## config.mk

```make
export PLATFORM = sky130hd
export DESIGN_NAME = tpm_payload_mapper
export DESIGN_NICKNAME = d
export VERILOG_FILES = /design/src/hw/tpm_pkg.sv /design/src/hw/tpm_payload_mapper.sv
export SDC_FILE = /design/constraint.sdc
export NUM_CORES = 2
export LEC_CHECK = 0
export BUFFER_PORTS_ARGS = -buffer_cell sky130_fd_sc_hd__buf_2
export CORE_MARGIN = 2
export CORE_UTILIZATION = 30
export DETAILED_ROUTE_END_ITERATION = 8
export PLACE_DENSITY = 0.5
export REMOVE_ABC_BUFFERS = 1
export SYNTH_ARGS = -nofsm -noshare
export SYNTH_HDL_FRONTEND = slang
export SYNTH_SLANG_ARGS = --single-unit
```

## constraint.sdc

```tcl
create_clock -name REF_CLK -period 11.42 [get_ports REF_CLK]
set_clock_uncertainty 0.15 [all_clocks]
set_input_delay 1.713 -clock REF_CLK [delete_from_list [all_inputs] [get_ports REF_CLK]]
set_output_delay 1.713 -clock REF_CLK [all_outputs]
set_load 0.1 [all_outputs]
```

## src/hw/tpm_pkg.sv

```systemverilog
package tpm_pkg;

    // ========================================
    // register map
    localparam int          ADDR_W       = 8;
    localparam logic [7:0]  OFS_CTRL     = 8'h00;
    localparam logic [7:0]  OFS_STATUS   = 8'h04;
    localparam logic [7:0]  OFS_SBCNT    = 8'h08;

    // ctrl fields
    localparam int          CTRL_START   = 0;
    localparam int          CTRL_MODE_LO = 1;
    localparam int          CTRL_TWO     = 4;
    localparam int          CTRL_N_LO    = 5;
    localparam int          CTRL_I       = 11;

    // status fields
    localparam int          STAT_ACT     = 0;
    localparam int          STAT_CFG_ERR = 1;
    localparam int          STAT_ALN_ERR = 2;

    // ========================================
    // transport modes
    localparam logic [2:0]  MODE_CLEAR   = 3'h0;
    localparam logic [2:0]  MODE_BYTE    = 3'h1;
    localparam logic [2:0]  MODE_DS1U    = 3'h2;
    localparam logic [2:0]  MODE_DS1A    = 3'h3;
    localparam logic [2:0]  MODE_E1U     = 3'h4;
    localparam logic [2:0]  MODE_E1S     = 3'h5;

    // slot count limits
    localparam logic [5:0]  N_MIN        = 6'h03;
    localparam logic [5:0]  N_BYTE_LIM   = 6'h24;
    localparam logic [5:0]  N_DS1        = 6'h18;
    localparam logic [5:0]  N_DS1_TWO    = 6'h0c;
    localparam logic [5:0]  N_E1S        = 6'h20;

    // reset values
    localparam logic [2:0]  RST_MODE     = MODE_CLEAR;
    localparam logic [5:0]  RST_N        = 6'h03;

    // ========================================
    // states, gray along idle -> fill -> emit
    typedef enum logic [1:0] {
        ST_IDLE = 2'h0,
        ST_FILL = 2'h1,
        ST_EMIT = 2'h3
    } tpm_st_e;

endpackage

```

## src/hw/tpm_payload_mapper.sv

```systemverilog
// The APB slave port and the placing of the registers are this design's own decisions.
`timescale 1ns/1ps
// What this block does
// - mode is chosen before the session starts and held for the whole session.
// - clear channel fills each sub-block with k_s contiguous user bits.
// - clear channel keeps user bit order inside sub-blocks.
// - two-pair clear: first k_s bits to pair 1, next k_s to pair 2.
// - byte mode: n byte slots, LSB first, from bit one, n from 3 below 36.
// - two-pair byte: odd input bytes on pair 1, even bytes on pair 2.
// - two-pair byte accepts only even slot counts.
// - unaligned DS1: one single-bit slot plus 24 byte slots, no alignment.
// - unaligned DS1 framing is locked to the line, same position each sub-block.
// - unaligned DS1 bits go out in arrival order.
// - unaligned DS1 is refused on two pairs.
// - aligned DS1: framing bit first, slots 1..n, n 24 or 3 below 24.
// - aligned DS1 framing is expected at the first sub-block bit; a marker elsewhere only sets the align flag.
// - two-pair aligned DS1: 12 or 3 below 12 slots per pair, even slot counts.
// - two-pair aligned DS1: framing bit first on both pairs.
// - two-pair aligned DS1: odd slots on pair 1, even slots on pair 2.
// - unstructured 2.048 Mbit/s streams use the clear channel mapping.
// - unaligned structured 2.048: 32 byte slots, no single-bit slot.
// - unaligned structured 2.048 framing keeps one position every sub-block.
// - unaligned structured 2.048 bits go out in arrival order.
// - unaligned structured 2.048 is refused on two pairs.
module tpm_payload_mapper
    import tpm_pkg::*;
#(
    parameter int N_MAX = 36
) (
    input  wire  logic              REF_CLK,
    input  wire  logic              RSTN,
    input  wire  logic              PSEL,
    input  wire  logic              PENABLE,
    input  wire  logic              PWRITE,
    input  wire  logic [ADDR_W-1:0] PADDR,
    input  wire  logic [31:0]       PWDATA,
    output logic       [31:0]       PRDATA,
    output logic                    PREADY,
    output logic                    PSLVERR,
    input  wire  logic              USR_BIT,
    input  wire  logic              USR_FRM,
    input  wire  logic              USR_VALID,
    output logic                    USR_READY,
    output logic                    LN_BIT_P1,
    output logic                    LN_BIT_P2,
    output logic                    LN_VALID,
    output logic                    LN_SOB,
    output logic                    LN_TWO_PAIR,
    input  wire  logic              LN_READY
);

    localparam int KS_MAX = 1 + 8 * N_MAX;

    typedef struct packed {
        tpm_st_e           st;
        logic [2:0]        mode;
        logic              two;
        logic [5:0]        n;
        logic              i;
        logic [9:0]        cnt;
        logic [8:0]        ecnt;
        logic [KS_MAX-1:0] b0;
        logic [KS_MAX-1:0] b1;
        logic              cfg_err;
        logic              aln_err;
        logic [15:0]       sbc;
        logic [31:0]       rd;
    } tpm_s;

    tpm_s q;
    tpm_s d;

    // ========================================
    // functions
    function automatic logic tpm_cfg_ok(input logic [2:0] m, input logic two,
                                        input logic [5:0] n, input logic i);
        logic ok;
        ok = 1'b0;
        unique case (m)
            MODE_CLEAR, MODE_E1U: ok = (n >= N_MIN) && (n <= 6'(N_MAX));
            MODE_BYTE: ok = !i && (n >= N_MIN) && (n < N_BYTE_LIM)
                            && !(two && n[0]);
            MODE_DS1U: ok = i && (n == N_DS1) && !two;
            MODE_DS1A: ok = i && (n >= N_MIN)
                            && (two ? (n <= N_DS1_TWO) && !n[0]
                                    : (n <= N_DS1));
            MODE_E1S: ok = !i && (n == N_E1S) && !two;
            default: ok = 1'b0;
        endcase
        return ok;
    endfunction

    // returns {pair, bit index} for the c-th bit of a sub-block period
    function automatic logic [9:0] tpm_map(input logic [2:0] m, input logic two,
                                           input logic [8:0] ks, input logic [9:0] c);
        logic [9:0] dd;
        logic [9:0] ee;
        logic [9:0] r;
        dd = c - 10'h001;
        ee = c - {1'b0, ks};
        r  = {1'b0, c[8:0]};
        if (two) begin
            if (m == MODE_BYTE) begin
                r = {c[3], c[9:4], c[2:0]};
            end else if (m == MODE_DS1A) begin
                if (c == 10'h000) begin
                    r = 10'h000;
                end else begin
                    r = {dd[3], {dd[9:4], dd[2:0]} + 9'h001};
                end
            end else if (c >= {1'b0, ks}) begin
                r = {1'b1, ee[8:0]};
            end
        end
        return r;
    endfunction

    // ========================================
    // derived sizes, fixed while a session runs, and the map position of the current bit
    logic [8:0] ks;
    logic [9:0] tot;
    logic [9:0] pos;
    logic       ds1a;

    assign ds1a = (q.mode == MODE_DS1A);
    assign ks   = {q.n, 3'h0} + {8'h00, q.i};
    assign tot  = q.two ? ({ks, 1'b0} - {9'h000, ds1a}) : {1'b0, ks};
    assign pos  = tpm_map(q.mode, q.two, ks, q.cnt);

    // ========================================
    // apb decode
    logic        wr;
    logic        rd_setup;
    logic        hit;
    logic [31:0] rmux;
    logic [2:0]  w_mode;
    logic [5:0]  w_n;

    assign wr       = PSEL && PENABLE && PWRITE;
    assign rd_setup = PSEL && !PENABLE && !PWRITE;
    assign hit      = (PADDR == OFS_CTRL) || (PADDR == OFS_STATUS) || (PADDR == OFS_SBCNT);
    assign w_mode   = PWDATA[CTRL_MODE_LO +: 3];
    assign w_n      = PWDATA[CTRL_N_LO +: 6];

    always_comb begin
        rmux = 32'h0000_0000;
        if (PADDR == OFS_CTRL) begin
            rmux[CTRL_START]       = (q.st != ST_IDLE);
            rmux[CTRL_MODE_LO +: 3] = q.mode;
            rmux[CTRL_TWO]         = q.two;
            rmux[CTRL_N_LO +: 6]   = q.n;
            rmux[CTRL_I]           = q.i;
        end else if (PADDR == OFS_STATUS) begin
            rmux[STAT_ACT]     = (q.st != ST_IDLE);
            rmux[STAT_CFG_ERR] = q.cfg_err;
            rmux[STAT_ALN_ERR] = q.aln_err;
        end else if (PADDR == OFS_SBCNT) begin
            rmux[15:0] = q.sbc;
        end
    end

    // ========================================
    // next state
    always_comb begin
        d = q;
        if (rd_setup) begin
            d.rd = rmux;
        end
        // error flags clear by writing one; later sets in this process win
        if (wr && PADDR == OFS_STATUS) begin
            if (PWDATA[STAT_CFG_ERR]) begin
                d.cfg_err = 1'b0;
            end
            if (PWDATA[STAT_ALN_ERR]) begin
                d.aln_err = 1'b0;
            end
        end
        unique case (q.st)
            ST_IDLE: begin
            end
            ST_FILL: begin
                if (USR_VALID) begin
                    if (pos[9]) begin
                        d.b1[pos[8:0]] = USR_BIT;
                    end else begin
                        d.b0[pos[8:0]] = USR_BIT;
                    end
                    if (q.two && ds1a && q.cnt == 10'h000) begin
                        d.b1[0] = USR_BIT;
                    end
                    // framing marker must sit on the first bit only
                    if (ds1a && (USR_FRM != (q.cnt == 10'h000))) begin
                        d.aln_err = 1'b1;
                    end
                    if (q.cnt == tot - 10'h001) begin
                        // period never restarts mid-session, so frames keep their place
                        d.cnt  = 10'h000;
                        d.ecnt = 9'h000;
                        d.st   = ST_EMIT;
                    end else begin
                        d.cnt = q.cnt + 10'h001;
                    end
                end
            end
            ST_EMIT: begin
                if (LN_READY) begin
                    d.b0 = q.b0 >> 1;
                    d.b1 = q.b1 >> 1;
                    if (q.ecnt == ks - 9'h001) begin
                        d.st  = ST_FILL;
                        d.sbc = q.sbc + 16'h0001;
                    end else begin
                        d.ecnt = q.ecnt + 9'h001;
                    end
                end
            end
        endcase
        // config writes land only while idle; a session ends on start cleared
        if (wr && PADDR == OFS_CTRL) begin
            if (q.st == ST_IDLE) begin
                d.mode = w_mode;
                d.two  = PWDATA[CTRL_TWO];
                d.n    = w_n;
                d.i    = PWDATA[CTRL_I];
                if (PWDATA[CTRL_START]) begin
                    if (tpm_cfg_ok(w_mode, PWDATA[CTRL_TWO], w_n, PWDATA[CTRL_I])) begin
                        d.st  = ST_FILL;
                        d.cnt = 10'h000;
                    end else begin
                        d.cfg_err = 1'b1;
                    end
                end
            end else if (!PWDATA[CTRL_START]) begin
                d.st = ST_IDLE;
            end
        end
    end

    always_ff @(posedge REF_CLK or negedge RSTN) begin
        if (!RSTN) begin
            q         <= '0;
            q.st      <= ST_IDLE;
            q.mode    <= RST_MODE;
            q.n       <= RST_N;
        end else begin
            q <= d;
        end
    end

    // ========================================
    // outputs
    assign PRDATA      = q.rd;
    assign PREADY      = 1'b1;
    assign PSLVERR     = PSEL && PENABLE && !hit;
    assign USR_READY   = (q.st == ST_FILL);
    assign LN_VALID    = (q.st == ST_EMIT);
    assign LN_SOB      = (q.st == ST_EMIT) && (q.ecnt == 9'h000);
    assign LN_BIT_P1   = q.b0[0];
    assign LN_BIT_P2   = q.b1[0] & q.two;
    assign LN_TWO_PAIR = q.two;

    logic act;
    logic take;
    logic ctrl_wr;
    logic go_wr;
    logic cfg_good;
    assign act      = (q.st != ST_IDLE);
    assign take     = (q.st == ST_FILL) && USR_VALID;
    assign ctrl_wr  = wr && (PADDR == OFS_CTRL);
    assign go_wr    = ctrl_wr && (q.st == ST_IDLE) && PWDATA[CTRL_START];
    assign cfg_good = tpm_cfg_ok(w_mode, PWDATA[CTRL_TWO], w_n, PWDATA[CTRL_I]);
endmodule

```

==> impl_results.md <==
- Slew at the pin closest to its max-slew limit: 1.35 ns
- Reg2Reg Depth: 12
- Hpwl dp: 89.1 mm
- Setup TNS: 0 ns
- Area contributors post-synth: dfrtp_1 (44%), a21oi_1 (7.3%), nand2_1 (6.2%)
- Post-route ant nets: 0
- Tcrit/Tclk final: 0.493
- MaxCap Viol Count: 0
- Root buf cell: clkbuf_16
- Register area share after synthesis: 0.445
- Layout Nets: 4111
- Cell Rows: about 130
- Final setup violation count: 0
- CTS max path bufs: 3
- Starting Density: 0.302
- Startpoint class of the critical path: flip-flop
- Ys Warns: 0
- Critical Path RT: approximately 12 ns
- Mapped Area: approximately 36000 µm²
- Largest net degree at the start of global routing: 195
- Clock transition at path regs: 0.06 ns
- DRC errors left: 0
- Top-Level Pins: 89
- Layout area overhead: 11.0%
- Setup Fix Bufs, Post-CTS: 0
- Port Buf Inserts: 51
- WP data arrival: 6.06 ns
- Initial DRC count: roughly 3700
- Max FO, Critical Path: 23
- Via count: 34100
- Cell with the most instances after synthesis: dfrtp_1
- Status: complete, no violations
- Fmax achieved: 178 MHz
- Met3 usage: 0.0397
- Post-CTS sizing: 0
- Leak: 17.3 nW
- Slew Viols, Final: 0
- Post-Route WL: 145 mm
- Met1 GRT Util: 0.330
- Post-synth top area cell: dfrtp_1
- Hold WC Path Type: reg2reg
- Height of the die: 352 µm
- Yosys cell types: 100
- Hold buffers post-CTS: 0
- CTS Sinks: around 640
- #FFs+latches synth: 644
- CTS tree: done
- Fin. Hold Viols: 0
- Synth cell count leaders: dfrtp_1 (642), nand2_1 (596), a21oi_1 (532)
- Unrepaired setup endpoints after global routing: no
- Initial antenna violation count: 1
- GP Congestion: 0.888
- WHS: 0.318 ns
- Grt ovf: 0
- 1st-pass router iterations: 6
- Worst vdd ir: 99.3 µV
- Share of cells above drive strength 1: 0.0867
- WL/cell: 25.4 µm
- Global-route wire length before repair: 218 mm
- Fin crit period: 5.63 ns
- Worst hold path depth: 2
- Die width: 352 µm
- Slew margin rel.: 0.0959
- Final Core Density: 0.335
- Core area: approximately 120000 µm²
- Global Route met2 Usage: 0.353
- Setup crit end kind: flip-flop
- Die Area: 124000 µm²
- Power per Cell Area: between 100 and 150 nW/µm²
- GRT Max-Usage Layer: met2
- Ys flop type: dfrtp_1
- CTS Buf Count: between 70 and 80
- Avg Synthesized Cell Area: 8.58 µm²
- Yosys top cell area share: 0.443
- Mapped Cells: roughly 4200
- Tot GR Track Use: 0.231
- Vias in the first global route: 32800
- Critical path class: reg2reg
- Vias per std cell: around 6
- Design Power: 4.99 mW
- Worst skew pair latency: 0.67 ns
- Share of synthesized registers carrying an async set or reset: 1.00
- Number of synthesized flops with an enable pin: 0
- H-tree depth: 3
kinds of logic (layout without fill, tap and decap cells):
family / after synthesis / after routing / share of synthesized area
AOI/OAI and AO/OA: 1667 / 1667 / 0.303
xor gates and xnor gates: 63 / 63 / 0.0152
adders and majority gates: 17 / 17 / 0.00587
buffers and inverters: 450 / 317 / 0.0548
DFF: 644 / 644 / 0.445
muxes: 19 / 19 / 0.00542
other: 2 / 19 / 0.000207
and+or+nand+nor: 1361 / 1361 / 0.171
metrics by stage:
step | cell area (µm²) | setup slack (ns) | instances
6_report | 40200 | 5.79 | 5719
5_1_grt | 40200 | 5.55 | 5717
4_1_cts | 40200 | 5.82 | 5717
3_5_place_dp | 37700 | 5.83 | 5577
3_3_place_gp | 37700 | 5.90 | 5577
2_1_floorplan | 34400 | -12.10 | 3820
flip-flops by register name, indices dropped and copies added, names as in the netlist:
| name | cells |
|---|---|
| PRDATA | 16 |
| LN_BIT_P1 | 1 |
| LN_TWO_PAIR | 1 |
| q | 626 |
power breakdown:
part / internal, mW / switching (mW)
sequential: 2.29 / 0.00283
combinational: 0.0268 / 0.144
clock: 1.47 / 1.06
worst max-delay path: stages (launching register included):
cell,delay [ns]
dfrtp_1,0.79
inv_1,0.20
ha_1,0.44
nor4b_1,0.52
a32oi_1,0.18
o2111a_1,0.31
o211ai_1,0.18
nand3_1,0.23
and2_1,0.47
nor4_4,0.45
nand2_1,0.83
or3_1,0.64
a22oi_1,0.16
metal layers:
layer / part of all wire / vias to the layer above
li1: - / 15200
met1: 0.45 / 17300
met2: 0.45 / 1334
met3: 0.075 / 270
met4: 0.032 / 0
met5: 0 / -
layout by cell type (no fill, tap or decap), drive strengths merged, types with 11 or more instances in the layout:
cell,synthesis,routed
nor2,308,308
dfrtp,642,642
a21o,138,138
nor2b,84,84
or3,24,24
nand3,169,169
o31ai,94,94
a31oi,17,17
o31a,24,24
a211oi,143,143
o211ai,16,16
nand4,20,20
mux2i,14,14
o32ai,114,114
xnor2,45,45
o22ai,242,242
nor3,40,40
xor2,18,18
nand2b,12,12
nand2,597,597
a21oi,543,543
clkbuf,259,127
buf,159,145
conb,2,17
o21ai,182,182
o32a,42,42
and3,57,57
nor4,11,11
a22oi,19,19
inv,31,33
ha,17,17
a21boi,20,20
final timing paths:
check / startpoint / to / slack (ns)
max: q[637] / q[282] / 5.79
min: PRDATA[0] / PRDATA[0] / 0.32
max reg2reg: q[637] / q[282] / 5.79
min reg2reg: PRDATA[0] / PRDATA[0] / 0.32
max in group asynchronous: RSTN / q[590] / 7.85
min in group asynchronous: RSTN / q[362] / 0.92
cell type report:
cell class / count / area (µm²)
clock buffers: 127 / 2390
multi-input cells: 3144 / 18400
fillers: 12500 / 79700
clock inverters: 13 / 145
well taps: 1612 / 2020
diodes: 2 / 5.00
inverters: 32 / 128
repair buffers: 145 / 1020
flip-flops and latches: 644 / 16100
(Power assumes the default switching activity.)
